$ cat src/core/dpcc_pkg.sv
package dpcc_pkg;
    // register indices; byte address is four times the index
    localparam logic [9:0] IDX_CLK_POL = 10'h09d;
    localparam logic [9:0] IDX_TEST_OUT = 10'h0a0;
    localparam logic [9:0] IDX_LANE_INTERP = 10'h110;
    localparam logic [9:0] IDX_DP_OPT = 10'h111;
    localparam logic [9:0] IDX_TW_UPD = 10'h113;
    localparam logic [9:0] IDX_TW_BYTE0 = 10'h114;
    localparam int TW_BYTES = 6;
    // decoded register selects
    localparam logic [3:0] SEL_CLK_POL = 4'h0;
    localparam logic [3:0] SEL_TEST_OUT = 4'h1;
    localparam logic [3:0] SEL_LANE_INTERP = 4'h2;
    localparam logic [3:0] SEL_DP_OPT = 4'h3;
    localparam logic [3:0] SEL_TW_UPD = 4'h4;
    localparam logic [3:0] SEL_TW0 = 4'h5;
    localparam logic [3:0] SEL_NONE = 4'hf;
    // field positions
    localparam int POS_INV_CLK = 2;
    localparam int POS_DUTY = 1;
    localparam int POS_XCTL = 0;
    localparam int POS_TEST_EN = 7;
    localparam int POS_LANES = 4;
    localparam int POS_SINC = 7;
    localparam int POS_MOD_EN = 6;
    localparam int POS_BW = 4;
    localparam int POS_MODULUS = 2;
    localparam int POS_SIDEBAND = 1;
    localparam int POS_FIR = 0;
    localparam int POS_REQ_MODE = 4;
    localparam int POS_SYNC_LOAD = 2;
    localparam int POS_ACK = 1;
    localparam int POS_REQ = 0;
    // reset values and request mode limits
    localparam logic RST_INV_CLK = 1'h0;
    localparam logic RST_DUTY = 1'h1;
    localparam logic RST_XCTL = 1'h1;
    localparam logic [3:0] RST_LANES = 4'h8;
    localparam logic [3:0] RST_INTERP = 4'h1;
    localparam logic RST_SINC = 1'h0;
    localparam logic [2:0] MODE_NONE = 3'h0;
    localparam logic [2:0] MODE_LAST = 3'h6;
    // bus answers
    localparam logic [1:0] RESP_OKAY = 2'h0;
    localparam logic [1:0] RESP_SLVERR = 2'h2;
endpackage : dpcc_pkg

$ cat src/core/dpcc_regs.sv
// Design decision made here: the AXI4-Lite interface to the registers.
`timescale 1ns/1ps
// Summary of operation
// - polarity bit inverts the derived logic clock
// - duty correction enable, resets to one
// - clock cross control enable, resets to one
// - test enable gates divided loop clock out
// - lane count from upper nibble, resets eight
// - interpolation factor low nibble, resets bypass
// - sinc compensation filter bit, resets bypassed
// - bandwidth bit selects 80 or 90 percent
// - sideband bit selects upper or lower
// - mode zero makes no automatic load request
// - modes one to six load after their chosen byte; mode seven makes no request
// - mode six loads after most significant byte
// - request rising edge loads, sets acknowledge
module dpcc_regs (
    // clock and reset
    input wire logic mclk_in,
    input wire logic sys_rst_in,
    // axi4-lite write address and data
    input wire logic s_axi_awvalid_in,
    output logic s_axi_awready_out,
    input wire logic [31:0] s_axi_awaddr_in,
    input wire logic s_axi_wvalid_in,
    output logic s_axi_wready_out,
    input wire logic [31:0] s_axi_wdata_in,
    input wire logic [3:0] s_axi_wstrb_in,
    // axi4-lite write response
    output logic s_axi_bvalid_out,
    input wire logic s_axi_bready_in,
    output logic [1:0] s_axi_bresp_out,
    // axi4-lite read
    input wire logic s_axi_arvalid_in,
    output logic s_axi_arready_out,
    input wire logic [31:0] s_axi_araddr_in,
    output logic s_axi_rvalid_out,
    input wire logic s_axi_rready_in,
    output logic [31:0] s_axi_rdata_out,
    output logic [1:0] s_axi_rresp_out,
    // clock configuration
    output logic invert_logic_clock_out,
    output logic clock_duty_correct_en_out,
    output logic clock_cross_control_en_out,
    output logic loop_test_clk_out,
    // datapath configuration
    output logic [3:0] link_lane_count_out,
    output logic [3:0] lanes_and_interpolation_out,
    output logic sinc_comp_filter_en_out,
    output logic modulation_en_out,
    output logic filter_bandwidth_sel_out,
    output logic modulus_en_out,
    output logic sideband_sel_out,
    output logic extra_fir_en_out,
    // tuning word to the oscillator
    output logic [47:0] tuning_word_out,
    output logic tuning_load_strobe_out,
    output logic tuning_load_on_sync_out
);
    typedef struct packed {
        logic aw_got;
        logic [31:0] aw_addr;
        logic w_got;
        logic [7:0] w_data;
        logic w_strb0, bvalid;
        logic [1:0] bresp;
        logic rvalid;
        logic [7:0] rdata;
        logic [1:0] rresp;
        logic inv_clk, duty, xctl, test_en;
        logic [1:0] test_div;
        logic [2:0] div_cnt;
        logic test_clk;
        logic [3:0] lanes;
        logic [3:0] interp;
        logic sinc, mod_en, bw, modulus, sideband, fir;
        logic [2:0] req_mode;
        logic sync_load, ack, req;
        logic [47:0] stage;
        logic [47:0] tword;
        logic strobe;
    } dpcc_state_t;

    dpcc_state_t state_ff;
    dpcc_state_t nxt_state;

    logic wr_fire;
    logic [3:0] wr_sel;
    logic [7:0] wr_byte;

    function automatic logic [3:0] dpcc_decode(input logic [31:0] addr);
        logic [9:0] idx;
        logic [3:0] sel;
        idx = addr[11:2];
        unique case (idx)
            dpcc_pkg::IDX_CLK_POL: sel = dpcc_pkg::SEL_CLK_POL;
            dpcc_pkg::IDX_TEST_OUT: sel = dpcc_pkg::SEL_TEST_OUT;
            dpcc_pkg::IDX_LANE_INTERP: sel = dpcc_pkg::SEL_LANE_INTERP;
            dpcc_pkg::IDX_DP_OPT: sel = dpcc_pkg::SEL_DP_OPT;
            dpcc_pkg::IDX_TW_UPD: sel = dpcc_pkg::SEL_TW_UPD;
            default: sel = dpcc_pkg::SEL_NONE;
        endcase
        if (idx >= dpcc_pkg::IDX_TW_BYTE0 &&
            idx < dpcc_pkg::IDX_TW_BYTE0 + 10'(dpcc_pkg::TW_BYTES)) begin
            sel = dpcc_pkg::SEL_TW0 + 4'(idx - dpcc_pkg::IDX_TW_BYTE0);
        end
        if (addr[31:12] != 20'h00000) begin
            sel = dpcc_pkg::SEL_NONE;
        end
        return sel;
    endfunction : dpcc_decode

    assign s_axi_awready_out = !state_ff.aw_got && !state_ff.bvalid;
    assign s_axi_wready_out = !state_ff.w_got && !state_ff.bvalid;
    assign s_axi_arready_out = !state_ff.rvalid;

    always_comb begin
        logic aw_now, w_now;
        logic [31:0] addr;
        logic strb0;
        logic [3:0] rsel;
        logic [7:0] rd;
        logic [3:0] tsel;
        tsel = 4'h0;
        rsel = dpcc_decode(s_axi_araddr_in);
        rd = 8'h00;
        aw_now = s_axi_awvalid_in && s_axi_awready_out;
        w_now = s_axi_wvalid_in && s_axi_wready_out;
        addr = state_ff.aw_got ? state_ff.aw_addr : s_axi_awaddr_in;
        strb0 = state_ff.w_got ? state_ff.w_strb0 : s_axi_wstrb_in[0];
        wr_byte = state_ff.w_got ? state_ff.w_data : s_axi_wdata_in[7:0];
        wr_sel = dpcc_decode(addr);
        nxt_state = state_ff;
        nxt_state.strobe = 1'b0;
        wr_fire = 1'b0;
        if (aw_now) begin
            nxt_state.aw_got = 1'b1;
            nxt_state.aw_addr = s_axi_awaddr_in;
        end
        if (w_now) begin
            nxt_state.w_got = 1'b1;
            nxt_state.w_data = s_axi_wdata_in[7:0];
            nxt_state.w_strb0 = s_axi_wstrb_in[0];
        end
        // write completes once address and data are both in hand
        if ((state_ff.aw_got || aw_now) && (state_ff.w_got || w_now)) begin
            nxt_state.aw_got = 1'b0;
            nxt_state.w_got = 1'b0;
            nxt_state.bvalid = 1'b1;
            nxt_state.bresp = (wr_sel == dpcc_pkg::SEL_NONE) ?
                dpcc_pkg::RESP_SLVERR : dpcc_pkg::RESP_OKAY;
            wr_fire = strb0 && (wr_sel != dpcc_pkg::SEL_NONE);
        end
        if (state_ff.bvalid && s_axi_bready_in) begin
            nxt_state.bvalid = 1'b0;
        end
        // reserved positions are never stored
        if (wr_fire) begin
            unique case (wr_sel)
                dpcc_pkg::SEL_CLK_POL: begin
                    nxt_state.inv_clk = wr_byte[dpcc_pkg::POS_INV_CLK];
                    nxt_state.duty = wr_byte[dpcc_pkg::POS_DUTY];
                    nxt_state.xctl = wr_byte[dpcc_pkg::POS_XCTL];
                end
                dpcc_pkg::SEL_TEST_OUT: begin
                    nxt_state.test_en = wr_byte[dpcc_pkg::POS_TEST_EN];
                    nxt_state.test_div = wr_byte[1:0];
                end
                dpcc_pkg::SEL_LANE_INTERP: begin
                    nxt_state.lanes = wr_byte[dpcc_pkg::POS_LANES +: 4];
                    nxt_state.interp = wr_byte[3:0];
                end
                dpcc_pkg::SEL_DP_OPT: begin
                    nxt_state.sinc = wr_byte[dpcc_pkg::POS_SINC];
                    nxt_state.mod_en = wr_byte[dpcc_pkg::POS_MOD_EN];
                    nxt_state.bw = wr_byte[dpcc_pkg::POS_BW];
                    nxt_state.modulus = wr_byte[dpcc_pkg::POS_MODULUS];
                    nxt_state.sideband = wr_byte[dpcc_pkg::POS_SIDEBAND];
                    nxt_state.fir = wr_byte[dpcc_pkg::POS_FIR];
                end
                dpcc_pkg::SEL_TW_UPD: begin
                    nxt_state.req_mode = wr_byte[dpcc_pkg::POS_REQ_MODE +: 3];
                    nxt_state.sync_load = wr_byte[dpcc_pkg::POS_SYNC_LOAD];
                    nxt_state.req = wr_byte[dpcc_pkg::POS_REQ];
                    if (!wr_byte[dpcc_pkg::POS_REQ]) begin
                        nxt_state.ack = 1'b0;
                    end else if (!state_ff.req) begin
                        nxt_state.tword = state_ff.stage;
                        nxt_state.ack = 1'b1;
                        nxt_state.strobe = 1'b1;
                    end
                end
                default: begin
                    tsel = wr_sel - dpcc_pkg::SEL_TW0;
                    nxt_state.stage[8 * tsel[2:0] +: 8] = wr_byte;
                    // mode n picks byte n-1; mode zero never requests
                    if (state_ff.req_mode != dpcc_pkg::MODE_NONE &&
                        state_ff.req_mode <= dpcc_pkg::MODE_LAST &&
                        tsel[2:0] == state_ff.req_mode - 3'h1) begin
                        nxt_state.tword = nxt_state.stage;
                        nxt_state.req = 1'b1;
                        nxt_state.ack = 1'b1;
                        nxt_state.strobe = 1'b1;
                    end
                end
            endcase
        end
        // read path
        unique case (rsel)
            dpcc_pkg::SEL_CLK_POL: begin
                rd = {5'h00, state_ff.inv_clk, state_ff.duty,
                    state_ff.xctl};
            end
            dpcc_pkg::SEL_TEST_OUT: begin
                rd = {state_ff.test_en, 5'h00, state_ff.test_div};
            end
            dpcc_pkg::SEL_LANE_INTERP: rd = {state_ff.lanes, state_ff.interp};
            dpcc_pkg::SEL_DP_OPT: begin
                rd = {state_ff.sinc, state_ff.mod_en, 1'b0, state_ff.bw, 1'b0,
                    state_ff.modulus, state_ff.sideband, state_ff.fir};
            end
            dpcc_pkg::SEL_TW_UPD: begin
                rd = {1'b0, state_ff.req_mode, 1'b0, state_ff.sync_load,
                    state_ff.ack, state_ff.req};
            end
            dpcc_pkg::SEL_NONE: rd = 8'h00;
            default: begin
                tsel = rsel - dpcc_pkg::SEL_TW0;
                rd = state_ff.stage[8 * tsel[2:0] +: 8];
            end
        endcase
        if (s_axi_arvalid_in && s_axi_arready_out) begin
            nxt_state.rvalid = 1'b1;
            nxt_state.rdata = rd;
            nxt_state.rresp = (rsel == dpcc_pkg::SEL_NONE) ?
                dpcc_pkg::RESP_SLVERR : dpcc_pkg::RESP_OKAY;
        end
        if (state_ff.rvalid && s_axi_rready_in) begin
            nxt_state.rvalid = 1'b0;
        end
        // test clock toggles every 2^div cycles, held low when disabled
        nxt_state.div_cnt = state_ff.div_cnt + 3'h1;
        if (state_ff.div_cnt >= (3'h7 >> (2'h3 - state_ff.test_div))) begin
            nxt_state.div_cnt = 3'h0;
            nxt_state.test_clk = !state_ff.test_clk;
        end
        if (!state_ff.test_en) begin
            nxt_state.test_clk = 1'b0;
            nxt_state.div_cnt = 3'h0;
        end
    end

    always_ff @(posedge mclk_in) begin
        if (sys_rst_in) begin
            state_ff <= '0;
            state_ff.inv_clk <= dpcc_pkg::RST_INV_CLK;
            state_ff.duty <= dpcc_pkg::RST_DUTY;
            state_ff.xctl <= dpcc_pkg::RST_XCTL;
            state_ff.lanes <= dpcc_pkg::RST_LANES;
            state_ff.interp <= dpcc_pkg::RST_INTERP;
            state_ff.sinc <= dpcc_pkg::RST_SINC;
        end else begin
            state_ff <= nxt_state;
        end
    end

    assign s_axi_bvalid_out = state_ff.bvalid;
    assign s_axi_bresp_out = state_ff.bresp;
    assign s_axi_rvalid_out = state_ff.rvalid;
    assign s_axi_rdata_out = {24'h000000, state_ff.rdata};
    assign s_axi_rresp_out = state_ff.rresp;
    assign invert_logic_clock_out = state_ff.inv_clk;
    assign clock_duty_correct_en_out = state_ff.duty;
    assign clock_cross_control_en_out = state_ff.xctl;
    assign loop_test_clk_out = state_ff.test_clk;
    assign link_lane_count_out = state_ff.lanes;
    assign lanes_and_interpolation_out = state_ff.interp;
    assign sinc_comp_filter_en_out = state_ff.sinc;
    assign modulation_en_out = state_ff.mod_en;
    assign filter_bandwidth_sel_out = state_ff.bw;
    assign modulus_en_out = state_ff.modulus;
    assign sideband_sel_out = state_ff.sideband;
    assign extra_fir_en_out = state_ff.fir;
    assign tuning_word_out = state_ff.tword;
    assign tuning_load_strobe_out = state_ff.strobe;
    assign tuning_load_on_sync_out = state_ff.sync_load;
endmodule : dpcc_regs

$ cat config.mk
export PLATFORM = sky130hd
export DESIGN_NAME = dpcc_regs
export DESIGN_NICKNAME = d
export VERILOG_FILES = /design/src/core/dpcc_pkg.sv /design/src/core/dpcc_regs.sv
export SDC_FILE = /design/constraint.sdc
export NUM_CORES = 1
export LEC_CHECK = 0
export ABC_AREA = 0
export CAP_MARGIN = 25
export CORE_MARGIN = 2
export CORE_UTILIZATION = 45
export CTS_CLUSTER_SIZE = 8
export DETAILED_ROUTE_END_ITERATION = 8
export DONT_BUFFER_PORTS = 1
export HOLD_SLACK_MARGIN = 0.06
export PLACE_DENSITY = 0.56
export SYNTH_ARGS = -nofsm -noshare
export SYNTH_HDL_FRONTEND = slang
export SYNTH_SLANG_ARGS = --single-unit
$ cat constraint.sdc
create_clock -name mclk_in -period 10.7 [get_ports mclk_in]
set_input_delay 1.07 -clock mclk_in [delete_from_list [all_inputs] [get_ports mclk_in]]
set_output_delay 1.07 -clock mclk_in [all_outputs]
set_load 0.05 [all_outputs]
==> summary.md <==
| Metric | Value |
|---|---|
| Run status | `complete, no violations` |
| Crit path cell chain | `buf_4, mux2i_1, inv_1, ha_1, or4b_2, nor3b_1, o311ai_0, a21oi_1, o21ai_0, buf_4, inv_1, ha_1, or3_1, a2111oi_4, o32ai_1, a211oi_1, a21oi_1, o221a_2, nor3_1` |
| CP startpoint kind | `flop` |
| Drt via density | `5.80` |
| Initial antenna violation count | `0` |
| Compound-gate portion of the synthesized area | `0.169` |
| Synth warnings | `0` |
| Mux share of post-synthesis cell area | `0.0824` |
| Routed Antenna Nets | `0` |
| Ys async rst share | `0` |
| Critical Path RT | `11.04 ns` |
| Critical-path top delay cell | `a211oi_1` |
| Final Hold Slack | `0.453 ns` |
| Crit. End Element | `flop` |
| Highest clock rate | `151 MHz` |
| Synth Flop Type | `dfxtp_1` |
| Die height | `152 um` |
| CTS buffer count | `17` |
| Global-route wire length before repair | `43,500 um` |
| CTS tree | `built` |
| Fin crit share | `0.619` |
| CTS sink cnt | `180` |
| P per Cell Area | `145 mW/mm^2` |
| Placeable core region | `0.0217 mm^2` |
| Xor and xnor fraction of the mapped netlist area | `0.00797` |
| Worst endpoint data arrival time | `6.96 ns` |
| Worst stage delay on the critical path | `0.88 ns` |
| Largest family of logic cells by synthesized area | `simple AND/OR/NAND/NOR gates` |
| Synth cell types | `71` |
| Worst-path clk slew | `0.07 ns` |
| Share of cells above drive strength 1 | `0.0710` |
| Mapped Avg Cell Area | `8.15 um^2` |
| GRT Util Overall | `0.234` |
| Share of the yosys chip area belonging to registers | `0.364` |
| Number of cells upsized or downsized after cts | `0` |
| Vias in the first global route | `7,631` |
| Clk Latency, worst-skew pair | `0.43 ns` |
| Synth top area share | `0.364` |
| Final Wtd Congestion | `0.906` |
| Unrepaired setup endpoints after global routing | `false` |
| Slew Limit Fails | `0` |
| Port buffer count | `0` |
| Slew headroom | `0.278` |
| Post-synth EDFFs | `0` |
| Pre-antenna DRT Iters | `5` |
| Most area-consuming cells after synthesis | `dfxtp_1 (36%), buf_4 (7.0%), nor2_1 (6.4%), nand2_1 (5.4%), mux2i_1 (5.2%)` |
| Avg WL per Cell | `19.7 um` |
| Pwr Total | `1.45 mW` |
| Clock skew | `0.0141 ns` |
| Antenna diode count | `0` |
| Simple-gate share of the synthesized area | `0.234` |
| DR iter-0 viols | `600` |
| Initial Utilization | `0.456` |
| Rows | `54` |
| H-tree Lvls | `4` |
| Cell Area, Synth | `0.00989 mm^2` |
| Synth-to-layout area growth | `1.40%` |
| Yosys top cell by area | `dfxtp_1` |
| Cell leakage power | `3.55 nW` |
| Drt total wl | `27,400 um` |
| Number of hold buffers added after cts | `0` |
| Syn Inst Count | `1,213` |
| Buffer depth of the longest clock path | `2` |
| Largest net degree at the start of global routing | `178` |
| Final setup vio count | `0` |
| Postcts setup bufs | `0` |
| Setup TNS | `0 ns` |
| Max-cap violations | `0` |
| IO Count | `216` |
| Peak supply drop | `0.0000998 V` |
| Root Buffer | `clkbuf_16` |
| # DRC | `0` |
| Post-synthesis adder-cell area fraction | `0.0342` |
| Worst Hold Class | `flop to flop` |
| DR vias | `8,086` |
| Fillers | `2,169` |
| Total congestion overflow | `0` |
| Setup Crit Path Kind | `flop to flop` |
| Die Width | `152 um` |
| DIE AREA | `0.0232 mm^2` |
| Final min period | `6.62 ns` |
| Final nets | `1,236` |
| Seq cells post-synth | `180` |
| Dpl hpwl | `19,500 um` |
| Worst Tran Pin Value | `1.08 ns` |
| Crit Path Max Fanout | `21` |
| Final hold violation count | `0` |
-- metal layers --
| metal | vias to the layer above | wire length, um | track usage |
|---|---|---|---|
| met1 | 3789 | 12600 | 0.329 |
| li1 | 3953 | - | - |
| met5 | - | 0 | 0 |
| met3 | 25 | 2250 | 0.0648 |
| met4 | 0 | 297 | 0.0521 |
| met2 | 319 | 12300 | 0.358 |
-- metrics by stage --
step	utilization	worst slack [ns]	area [um^2]	cells
finish	0.462	4.08	10000	1393
global route	0.462	3.69	10000	1393
CTS	0.462	4.16	10000	1393
detailed placement	0.436	4.03	9450	1363
global placement	0.434	4.11	9420	1362
floorplan	-	4.82	9980	1238
-- flip-flops by register name, indices dropped and copies added (netlist names), 4 cells and up --
name,count
s_axi_rdata_out,8
state_ff,100
lanes_and_interpolation_out,4
tuning_word_out,48
link_lane_count_out,4
-- cells by family (layout without fill, tap and decap cells) --
| family | count (synthesis) | count (layout) |
|---|---|---|
| AND/OR/NAND/NOR | 500 | 500 |
| AO/OA/AOI/OAI | 238 | 238 |
| buffers and inverters | 188 | 63 |
| flip-flops | 180 | 180 |
| multiplexers | 70 | 70 |
| adder cells (fa/ha/maj) | 27 | 27 |
| XOR/XNOR | 9 | 9 |
| other | 1 | 26 |
-- cells in the final DEF, fill, tap and decap left out, types with 5 or more instances in the layout --
| cell type | Yosys | layout |
|---|---|---|
| a211o_1 | 10 | 10 |
| a211oi_1 | 25 | 25 |
| a21o_1 | 6 | 6 |
| a21oi_1 | 81 | 81 |
| a221oi_1 | 25 | 25 |
| a22oi_1 | 20 | 19 |
| and2_1 | 14 | 14 |
| and3_1 | 7 | 7 |
| buf_4 | 92 | 6 |
| clkbuf_16 | 0 | 17 |
| conb_1 | 1 | 26 |
| dfxtp_1 | 180 | 180 |
| ha_1 | 27 | 27 |
| inv_1 | 25 | 25 |
| mux2_2 | 11 | 11 |
| mux2i_1 | 51 | 51 |
| mux4_2 | 8 | 8 |
| nand2_1 | 141 | 141 |
| nand2b_1 | 17 | 17 |
| nand3_1 | 21 | 21 |
| nand3b_1 | 6 | 6 |
| nor2_1 | 169 | 169 |
| nor2b_1 | 8 | 8 |
| nor3_1 | 66 | 66 |
| nor4_1 | 14 | 14 |
| o21ai_0 | 13 | 13 |
| o221a_2 | 7 | 7 |
| o311ai_0 | 8 | 8 |
| or3_1 | 8 | 8 |
| xor2_1 | 5 | 5 |
-- layout make-up --
| type | count | area (um^2) | share of cell area |
|---|---|---|---|
| inverter | 26 | 97.6 | 0.00973 |
| multi-input combinational | 870 | 5320 | 0.531 |
| sequential | 180 | 3600 | 0.359 |
| clock inverter | 10 | 124 | 0.0124 |
| clock buffer | 20 | 457 | 0.0455 |
| tap | 280 | 350 | 0.0349 |
| timing repair buffer | 7 | 72.6 | 0.00724 |
-- worst paths after layout --
| kind | start | end | slack, ns | depth (start not counted) |
|---|---|---|---|---|
| min reg2reg | state_ff[159] | state_ff[159] | 0.45 | 2 |
| max reg2reg | state_ff[183] | tuning_word_out[29] | 4.08 | 19 |
| max | state_ff[183] | tuning_word_out[29] | 4.08 | 19 |
| min | state_ff[159] | state_ff[159] | 0.45 | 2 |
-- synth_stat cells, types with 5 or more instances --
| master | n |
|---|---|
| a22oi_1 | 20 |
| and3_1 | 7 |
| nor4_1 | 14 |
| a21oi_1 | 81 |
| o21ai_0 | 13 |
| mux4_2 | 8 |
| nand3_1 | 21 |
| ha_1 | 27 |
| nor2_1 | 169 |
| or3_1 | 8 |
| buf_4 | 92 |
| mux2i_1 | 51 |
| a221oi_1 | 25 |
| nor2b_1 | 8 |
| mux2_2 | 11 |
| nand2b_1 | 17 |
| o221a_2 | 7 |
| xor2_1 | 5 |
| dfxtp_1 | 180 |
| nand3b_1 | 6 |
| a21o_1 | 6 |
| o311ai_0 | 8 |
| inv_1 | 25 |
| and2_1 | 14 |
| a211o_1 | 10 |
| a211oi_1 | 25 |
| nand2_1 | 141 |
| nor3_1 | 66 |
| clkbuf_1 | 58 |
| buf_2 | 8 |
-- worst max-delay path, delay by kind of cell (launching register included) --
kind	cells	cell delay (ns)
buffers and inverters	4	0.75
and+or+nand+nor	4	0.87
AOI/OAI and AO/OA	8	3.38
adders and majority gates	2	0.59
muxes	1	0.39
DFF	1	0.54
-- where the power goes --
group	total, mW	leakage [nW]	switching [mW]	internal [mW]
registers	0.702	1.46	0.0183	0.683
logic	0.121	1.81	0.0869	0.0345
clock network	0.631	0.279	0.274	0.357
total	1.45	3.55	0.379	1.07
Note: power is estimated with default switching activity, not from simulation.
